===== src/hdl/crt_pkg.sv =====
// Package for the coordinated run/trigger bus node.
// Assumes one 125 MHz clock domain; all timing counts live here.
package crt_pkg;
  localparam int unsigned CRT_CLK_MHZ = 125;
  // Start pulse width on the bus, in ns, and its cycle count
  localparam int unsigned CRT_START_PULSE_NS = 40;
  localparam int unsigned CRT_START_PULSE_CYC =
    (CRT_START_PULSE_NS * CRT_CLK_MHZ + 999) / 1000;
  localparam logic [3:0] CRT_START_PULSE_CNT = 4'(CRT_START_PULSE_CYC);
  // Program counter width and its reset value
  localparam int unsigned CRT_ADDR_W = 32;
  localparam logic [31:0] CRT_PC_RESET = 32'h0000_0000;
  // Start sequence phases for trace start
  localparam logic [1:0] CRT_SEQ_DISABLE = 2'h0;
  localparam logic [1:0] CRT_SEQ_RECV = 2'h1;
  localparam logic [1:0] CRT_SEQ_DRIVE = 2'h2;
  localparam logic [1:0] CRT_SEQ_DONE = 2'h3;
  typedef enum logic [1:0] {
    CRT_RUN_MONITOR,
    CRT_RUN_WAIT,
    CRT_RUN_USER
  } crt_run_t;
endpackage


===== src/hdl/crt_pin_sync.sv =====
// Three-flop pin synchroniser with agreement filter.
// Assumes an asynchronous pin input and the node clock.
`timescale 1ns/10ps
`default_nettype none
module crt_pin_sync (
  // Clock and reset
  input wire logic mclk_i,
  input wire logic rst_i,
  // Pin and filtered level
  input wire logic pin_i,
  input wire logic idle_level_i,
  output logic level_o
);
  logic s1_reg;
  logic s2_reg;
  logic s3_reg;
  logic level_reg;

  // Stages hold the pin relative to its idle level, so reset lands on idle
  always_ff @(posedge mclk_i or posedge rst_i) begin
    if (rst_i) begin
      s1_reg <= 1'b0;
      s2_reg <= 1'b0;
      s3_reg <= 1'b0;
    end else begin
      s1_reg <= pin_i ^ idle_level_i;
      s2_reg <= s1_reg;
      s3_reg <= s2_reg;
    end
  end

  // Level follows once second and third stages agree
  always_ff @(posedge mclk_i or posedge rst_i) begin
    if (rst_i) begin
      level_reg <= 1'b0;
    end else if (s2_reg == s3_reg) begin
      level_reg <= s3_reg;
    end
  end

  assign level_o = level_reg ^ idle_level_i;
endmodule
`default_nettype wire


===== src/hdl/crt_node.sv =====
// One node's logic on the three-line run/trigger coordination bus.
// Assumes bus pins are open-drain wired with identical nodes; the wire
// level is resolved outside from the output enables.
`timescale 1ns/10ps
`default_nettype none
// Notes on behaviour
// [RULE1] Without participation enable, ignore and never drive run, break, start activity.
// [RULE2] Run command with bus not ready holds node waiting and reports it.
// [RULE3] Waiting nodes all start user code when ready line goes true.
// [RULE4] One participant breaking to monitor sends all others waiting until ready.
// [RULE5] Enabling while running with bus not ready breaks node, then waits. Here the node stays in monitor until a run command.
// [RULE6] Waiting node runs once last stopped participant runs and releases ready.
// [RULE7] Enabling while running with bus ready leaves node running.
// [RULE8] Break on a non-participating node leaves participants running.
// [RULE9] Re-enabling a node stopped in monitor drops ready, participants go waiting.
// [RULE10] Any node may emit start pulse; participants break then resume on ready. Here a node emits only with participation enabled.
// [RULE11] Preset run address loads program counter on start pulse; else unchanged.
// [RULE12] Reset of a participating node breaks the others into waiting.
// [RULE13] Analyzer trigger drives internal line, forwarded to bus trigger when routed.
// [RULE14] Bus trigger can drive internal line used as analyzer arm and trigger.
// [RULE15] Trigger output sticks after trace; cleared by halt+start, break service, status.
// [RULE16] Starting receiver with stale sender trigger false-triggers; use start-armed traces.
// [RULE17] Start-armed trace stays unstarted until the bus start pulse arrives.
// [RULE18] On start pulse: drivers off, receivers start, then drivers start.
// [RULE19] Ready is wired-AND; stopped participants in monitor hold it low.
module crt_node
  import crt_pkg::*;
(
  // Clock and reset
  input wire logic mclk_i,
  input wire logic rst_i,
  // Participation and run control
  input wire logic part_en_i,
  input wire logic run_cmd_i,
  input wire logic break_cmd_i,
  input wire logic emit_start_i,
  output logic waiting_o,
  output logic in_monitor_o,
  output logic running_o,
  // Start-pulse run address
  input wire logic preset_en_i,
  input wire logic [CRT_ADDR_W-1:0] preset_addr_i,
  input wire logic pc_load_i,
  input wire logic [CRT_ADDR_W-1:0] pc_value_i,
  output logic [CRT_ADDR_W-1:0] pc_o,
  // Trigger routing
  input wire logic tgout_en_i,
  input wire logic bus_rx_route_i,
  input wire logic bus_drive_route_i,
  input wire logic analyzer_trig_i,
  input wire logic trace_start_i,
  input wire logic trace_halt_i,
  input wire logic trace_start_armed_i,
  input wire logic status_req_i,
  input wire logic break_on_trig_i,
  output logic internal_trigger_a_o,
  output logic analyzer_arm_o,
  output logic trace_go_o,
  output logic trig_out_o,
  // Bus pins, open drain; ready driven low, start and trigger driven high
  input wire logic bus_ready_i,
  output logic bus_ready_o,
  output logic bus_ready_oe_o,
  input wire logic bus_start_i,
  output logic bus_start_o,
  output logic bus_start_oe_o,
  input wire logic bus_trig_i,
  output logic bus_trig_o,
  output logic bus_trig_oe_o
);
  crt_run_t run_reg;
  crt_run_t run_next;
  logic ready_lvl;
  logic start_lvl;
  logic trig_lvl;
  logic start_lvl_d_reg;
  logic start_rx;
  logic ready_d_reg;
  logic ready_fall;
  logic part_en_d_reg;
  logic part_rise;
  logic rst_hold_reg;
  logic [3:0] start_cnt_reg;
  logic [CRT_ADDR_W-1:0] pc_reg;
  logic trig_out_reg;
  logic trig_break_reg;
  logic armed_reg;
  logic [1:0] seq_reg;
  logic trace_go_reg;
  logic bus_trig_mask_reg;
  logic user_break;

  // Monitor decode, shared by ready drive, status and trigger clears
  function automatic logic is_mon(input crt_run_t s);
    return s == CRT_RUN_MONITOR;
  endfunction

  // Bus inputs synchronised; ready idles high, start and trigger active high
  crt_pin_sync u_sync_ready (
    .mclk_i(mclk_i),
    .rst_i(rst_i),
    .pin_i(bus_ready_i),
    .idle_level_i(1'b1),
    .level_o(ready_lvl)
  );
  crt_pin_sync u_sync_start (
    .mclk_i(mclk_i),
    .rst_i(rst_i),
    .pin_i(bus_start_i),
    .idle_level_i(1'b0),
    .level_o(start_lvl)
  );
  crt_pin_sync u_sync_trig (
    .mclk_i(mclk_i),
    .rst_i(rst_i),
    .pin_i(bus_trig_i),
    .idle_level_i(1'b0),
    .level_o(trig_lvl)
  );

  always_ff @(posedge mclk_i or posedge rst_i) begin
    if (rst_i) begin
      start_lvl_d_reg <= 1'b0;
      // Ready idles high, so no false fall follows reset
      ready_d_reg <= 1'b1;
      part_en_d_reg <= 1'b0;
    end else begin
      start_lvl_d_reg <= start_lvl;
      ready_d_reg <= ready_lvl;
      part_en_d_reg <= part_en_i;
    end
  end

  assign start_rx = part_en_i && start_lvl && !start_lvl_d_reg; // [RULE1] [RULE10]
  assign ready_fall = !ready_lvl && ready_d_reg;
  assign part_rise = part_en_i && !part_en_d_reg;
  assign user_break = break_cmd_i || (break_on_trig_i && trig_break_reg);

  // Run state
  always_comb begin
    run_next = run_reg;
    unique case (run_reg)
      CRT_RUN_MONITOR: begin
        if (run_cmd_i) begin
          run_next = (part_en_i && !ready_lvl) ? CRT_RUN_WAIT : CRT_RUN_USER; // [RULE2]
        end
      end
      CRT_RUN_WAIT: begin
        if (!part_en_i) begin
          run_next = CRT_RUN_MONITOR;
        end else if (user_break) begin
          run_next = CRT_RUN_MONITOR;
        end else if (ready_lvl) begin
          run_next = CRT_RUN_USER; // [RULE3] [RULE6]
        end
      end
      CRT_RUN_USER: begin
        if (user_break) begin
          run_next = CRT_RUN_MONITOR; // [RULE8]
        end else if (part_rise && !ready_lvl) begin
          run_next = CRT_RUN_MONITOR; // [RULE5]
        end else if (part_en_i && part_en_d_reg && (ready_fall || start_rx)) begin
          run_next = CRT_RUN_WAIT; // [RULE4] [RULE10] [RULE12]
        end
      end
    endcase
    // [RULE7] enabling with ready high falls through and keeps running
  end

  always_ff @(posedge mclk_i or posedge rst_i) begin
    if (rst_i) begin
      run_reg <= CRT_RUN_MONITOR;
    end else begin
      run_reg <= run_next;
    end
  end

  // Ready held low one cycle after reset so peers see the reset
  always_ff @(posedge mclk_i or posedge rst_i) begin
    if (rst_i) begin
      rst_hold_reg <= 1'b1;
    end else begin
      rst_hold_reg <= 1'b0;
    end
  end

  // Start pulse emitter
  always_ff @(posedge mclk_i or posedge rst_i) begin
    if (rst_i) begin
      start_cnt_reg <= 4'h0;
    end else if (emit_start_i && part_en_i && start_cnt_reg == 4'h0) begin
      start_cnt_reg <= CRT_START_PULSE_CNT; // [RULE10]
    end else if (start_cnt_reg != 4'h0) begin
      start_cnt_reg <= start_cnt_reg - 4'h1;
    end
  end

  // Program counter
  always_ff @(posedge mclk_i or posedge rst_i) begin
    if (rst_i) begin
      pc_reg <= CRT_PC_RESET;
    end else if (start_rx && preset_en_i) begin
      pc_reg <= preset_addr_i; // [RULE11]
    end else if (pc_load_i) begin
      pc_reg <= pc_value_i;
    end
  end

  // Sticky analyzer trigger output
  always_ff @(posedge mclk_i or posedge rst_i) begin
    if (rst_i) begin
      trig_out_reg <= 1'b0;
      trig_break_reg <= 1'b0;
    end else begin
      if (tgout_en_i && analyzer_trig_i) begin
        trig_out_reg <= 1'b1; // [RULE15]
      end else if (trace_go_reg && trace_halt_i) begin
        trig_out_reg <= 1'b0; // [RULE15]
      end else if (is_mon(run_reg) && trig_break_reg) begin
        trig_out_reg <= 1'b0; // [RULE15]
      end else if (status_req_i && is_mon(run_reg)) begin
        trig_out_reg <= 1'b0; // [RULE15]
      end
      if (break_on_trig_i && tgout_en_i && analyzer_trig_i) begin
        trig_break_reg <= 1'b1;
      end else if (run_reg == CRT_RUN_MONITOR) begin
        trig_break_reg <= 1'b0;
      end
    end
  end

  // Trace start, possibly armed on the start pulse
  always_ff @(posedge mclk_i or posedge rst_i) begin
    if (rst_i) begin
      armed_reg <= 1'b0;
      seq_reg <= CRT_SEQ_DONE;
      trace_go_reg <= 1'b0;
      bus_trig_mask_reg <= 1'b0;
    end else begin
      if (trace_halt_i) begin
        trace_go_reg <= 1'b0;
      end
      if (trace_start_i && !trace_start_armed_i) begin
        trace_go_reg <= 1'b1;
      end
      if (trace_start_armed_i) begin
        armed_reg <= 1'b1; // [RULE17]
      end
      if (start_rx && armed_reg) begin
        armed_reg <= 1'b0;
        seq_reg <= CRT_SEQ_DISABLE;
        bus_trig_mask_reg <= 1'b1; // [RULE18]
      end else begin
        unique case (seq_reg)
          CRT_SEQ_DISABLE: begin
            seq_reg <= CRT_SEQ_RECV;
            if (bus_drive_route_i) begin
              trace_go_reg <= 1'b1; // [RULE18]
            end
          end
          CRT_SEQ_RECV: begin
            seq_reg <= CRT_SEQ_DRIVE;
          end
          CRT_SEQ_DRIVE: begin
            seq_reg <= CRT_SEQ_DONE;
            bus_trig_mask_reg <= 1'b0;
            if (!bus_drive_route_i) begin
              trace_go_reg <= 1'b1; // [RULE18]
            end
          end
          CRT_SEQ_DONE: begin
            seq_reg <= CRT_SEQ_DONE;
          end
        endcase
      end
    end
  end

  // Outputs
  assign internal_trigger_a_o = (tgout_en_i && trig_out_reg) ||
    (bus_drive_route_i && trig_lvl); // [RULE13] [RULE14]
  assign analyzer_arm_o = bus_drive_route_i && trig_lvl; // [RULE14]
  assign trace_go_o = trace_go_reg;
  assign trig_out_o = trig_out_reg;
  assign running_o = (run_reg == CRT_RUN_USER);
  assign waiting_o = (run_reg == CRT_RUN_WAIT); // [RULE2]
  assign in_monitor_o = is_mon(run_reg);
  assign pc_o = pc_reg;

  // Ready pulled low by participants in monitor, or by a participating node just out of reset.
  // Waiting nodes release it: if they held it, all waiters would deadlock.
  assign bus_ready_o = 1'b0;
  assign bus_ready_oe_o = part_en_i && (rst_hold_reg || is_mon(run_reg)); // [RULE19] [RULE9] [RULE12]
  assign bus_start_o = 1'b1;
  assign bus_start_oe_o = (start_cnt_reg != 4'h0); // [RULE10]
  assign bus_trig_o = 1'b1;
  assign bus_trig_oe_o = bus_rx_route_i && trig_out_reg && tgout_en_i &&
    !bus_trig_mask_reg; // [RULE13] [RULE16]
endmodule
`default_nettype wire


===== config.mk =====
export PLATFORM = sky130hd
export DESIGN_NAME = crt_node
export DESIGN_NICKNAME = d
export VERILOG_FILES = /design/src/hdl/crt_pkg.sv /design/src/hdl/crt_pin_sync.sv /design/src/hdl/crt_node.sv
export SDC_FILE = /design/constraint.sdc
export NUM_CORES = 1
export LEC_CHECK = 0
export BUFFER_PORTS_ARGS = -buffer_cell sky130_fd_sc_hd__buf_2
export CAP_MARGIN = 0
export CORE_MARGIN = 2
export CORE_UTILIZATION = 52
export CTS_BUF_LIST = sky130_fd_sc_hd__clkbuf_8
export DETAILED_ROUTE_END_ITERATION = 10
export PLACE_DENSITY = 0.88
export SLEW_MARGIN = 25
export SYNTH_ARGS = -nofsm -noshare
export SYNTH_HDL_FRONTEND = slang
export SYNTH_SLANG_ARGS = --single-unit
export TNS_END_PERCENT = 1

===== constraint.sdc =====
create_clock -name mclk_i -period 3.9 [get_ports mclk_i]
set_input_delay 0.39 -clock mclk_i [delete_from_list [all_inputs] [get_ports mclk_i]]
set_output_delay 0.39 -clock mclk_i [all_outputs]
set_load 0.005 [all_outputs]

==> run summary <==
Initial DRT Pass Iterations: 4
Clk pin slew, worst setup/hold paths: 0.06 ns
CTS hold repair buffers: 0
Initial antenna violation count: 0
Via count: 2192
Post-synth ARST share: 100%
Required time worst endpoint: 3.51 ns
Clock root buffer: clkbuf_8
Filler Cell Count: 376
Drt drc: 0
Placed Area: 3360 um^2
LEAKAGE: 1.88 nW
Skew final: 0.00625 ns
CTS buffer count: 9
Largest net degree at the start of global routing: 65
Area of the die: 5820 um^2
Setup bufs post-CTS: 0
First-pass GRT wire length: 9540 um
Top-count cell post-synth: dfrtp_1
Initial Utilization: 53.6%
Outcome: finished clean
Multi-input logic area: 1070 um^2
Setup_tns: 0 ns
Clk buf depth: 2
Worst Path Max Fanout: 5
Worst VDD drop: 0.282 mV
Max Clk Rate: 481 MHz
Die Width: 76.3 um
Logic pwr share: 22.9%
Cell Pwr Density: 516 nW/um^2
Worst EP arrival: 1.69 ns
Vias in the first global route: 2155
Layout net count: 455
Net switching power: 0.500 mW
Crit path kind: flop to output port
Clock power share: 33.4%
Netlist cell types: 37
Endpoints failing hold: 0
Routability congestion estimate: 0.827
Post-route cell area: 3580 um^2
Internal power: 1.35 mW
Final period utilization: 53.3%
CTS tree: done
Overall Global Routing Usage: 20.6%
Top-area cell type share of the netlist area: 52.5%
Seq cells post-synth: 61
Startpoint types: flop
Core footprint: 5070 um^2
Syn avg cell area: 11.3 um^2
Fin util: 70.6%
Max Cap Violations: 0
Sink Count: 61
Overflow after GRT: 0
Warnings, synthesis: 0
# IOs: 129
Sequential fraction of the synthesis area: 56.3%
# port buffers: 125
DR iter-0 viols: 69
Reg area: 1530 um^2
Fraction of layout instances using a drive strength above 1: 41.5%
Final setup violation count: 0
N_diodes: 0
Final Max Slew Viols: 0
Area contributors post-synth: dfrtp_1 52%, mux2i_1 13%, a21oi_1 6.8%
Sw Share: 27.1%
Crit end category: output port
Row count: 26
H-Tree Depth: 3
Max transition margin: 36.4%
Synth cell count leaders: 57 x dfrtp_1, 37 x a21oi_1, 37 x nor2_1, 34 x mux2i_1, 10 x inv_1
Most common flop cell mapped by yosys: dfrtp_1
Sequential share of power: 43.6%
EDFF count, synth: 0
Worst Hold Class: primary input to flop
Syn Std Cell Area: 2720 um^2
Post-DP HPWL: 4250 um
Wire per inst: 12.9 um
Minimum hold slack: 0.193 ns
Post_cts resized: 0
Final Critical Period: 2.08 ns
ANT nets after route: 0
Max reg flops: 32
Biggest area consumer among synthesized cells: dfrtp_1
Worst-Margin Slew: 0.954 ns
Cells after synthesis: 241
Area Overhead vs Synth: 31.8%
Die height: 76.3 um
Via density: 4.97
Worst-Skew Late Latency: 0.32 ns
Final wirelength: 5670 um
RSZ-0062 raised after global routing: false
## stage by stage
stage               total power, mW  cells  worst slack, ns
detailed placement             1.24    425             2.16
floorplan                      1.07    243             2.00
global route                   1.96    441             1.68
finish                         1.85    441             1.82
global placement               1.22    425             2.26
CTS                            1.87    441             1.80
## final cells by class
class                           instances  share of cell area (%)
Sequential cell                        61                    42.8
Clock inverter                          5                    2.10
Clock buffer                           11                    4.23
Timing Repair Buffer                  126                    17.7
Inverter                               10                    1.05
Multi-Input combinational cell        158                    29.8
Tap cell                               70                    2.44
## final timing paths
path,start,end,slack [ns],cells past startpoint
max,start_cnt_reg[0]$_DFFE_PP0P_,bus_start_oe_o,1.82,6
min,bus_trig_i,u_sync_trig.s1_reg$_DFF_PP0_,0.19,1
max reg2reg,start_cnt_reg[0]$_DFFE_PP0P_,start_cnt_reg[1]$_DFFE_PP0P_,2.42,6
min reg2reg,u_sync_ready.s1_reg$_DFF_PP0_,u_sync_ready.s2_reg$_DFF_PP0_,0.35,0
max in group asynchronous,rst_i,pc_o[0]$_DFFE_PP0P_,2.91,3
min in group asynchronous,rst_i,trace_go_o$_DFF_PP0_,0.20,2
## critical path: stages, from the launching register on
cell and delay, ns:
dfrtp_1 0.38, inv_1 0.10, ha_1 0.17, nor2b_1 0.21
nor2b_1 0.32, inv_1 0.06, buf_2 0.13
## cell usage in the layout, fill, tap and decap left out, types with 2 or more instances in the layout
master	count
a21o_1	3
a21oi_1	37
a21oi_2	2
a32o_1	2
buf_2	125
bufinv_16	2
clkbuf_8	11
conb_1	4
dfrtp_1	57
dfstp_2	4
ha_1	5
inv_1	11
maj3_1	3
mux2i_1	34
nand2_1	4
nand2b_1	4
nor2_1	37
nor2b_1	2
o21ai_0	3
## power groups by stage
stage / Sequential, mW / Combinational [mW] / Clock [mW]
floorplan: 0.808 / 0.265 / 0
global placement: 0.809 / 0.408 / 0
detailed placement: 0.814 / 0.430 / 0
CTS: 0.805 / 0.431 / 0.633
global route: 0.821 / 0.476 / 0.659
finish: 0.805 / 0.424 / 0.618
## logic make-up (layout without fill, tap and decap cells)
logic type	Yosys count	in the layout	synth area share (%)
adders and majority gates	8	8	3.41
buffers and inverters	24	152	4.74
xor gates and xnor gates	1	1	0.322
AOI/OAI and AO/OA	53	53	12.1
DFF	61	61	56.3
other	2	4	0.276
and+or+nand+nor	57	57	9.76
muxes	35	35	13.1
## routing by layer
metal,vias up,global-route usage [%],wire length [um]
li1,1072,-,-
met4,0,10.4,98
met5,-,0,0
met2,84,35.0,2880
met1,1026,24.7,2400
met3,10,4.50,303
No activity file was read; power rests on OpenSTA's default activity.
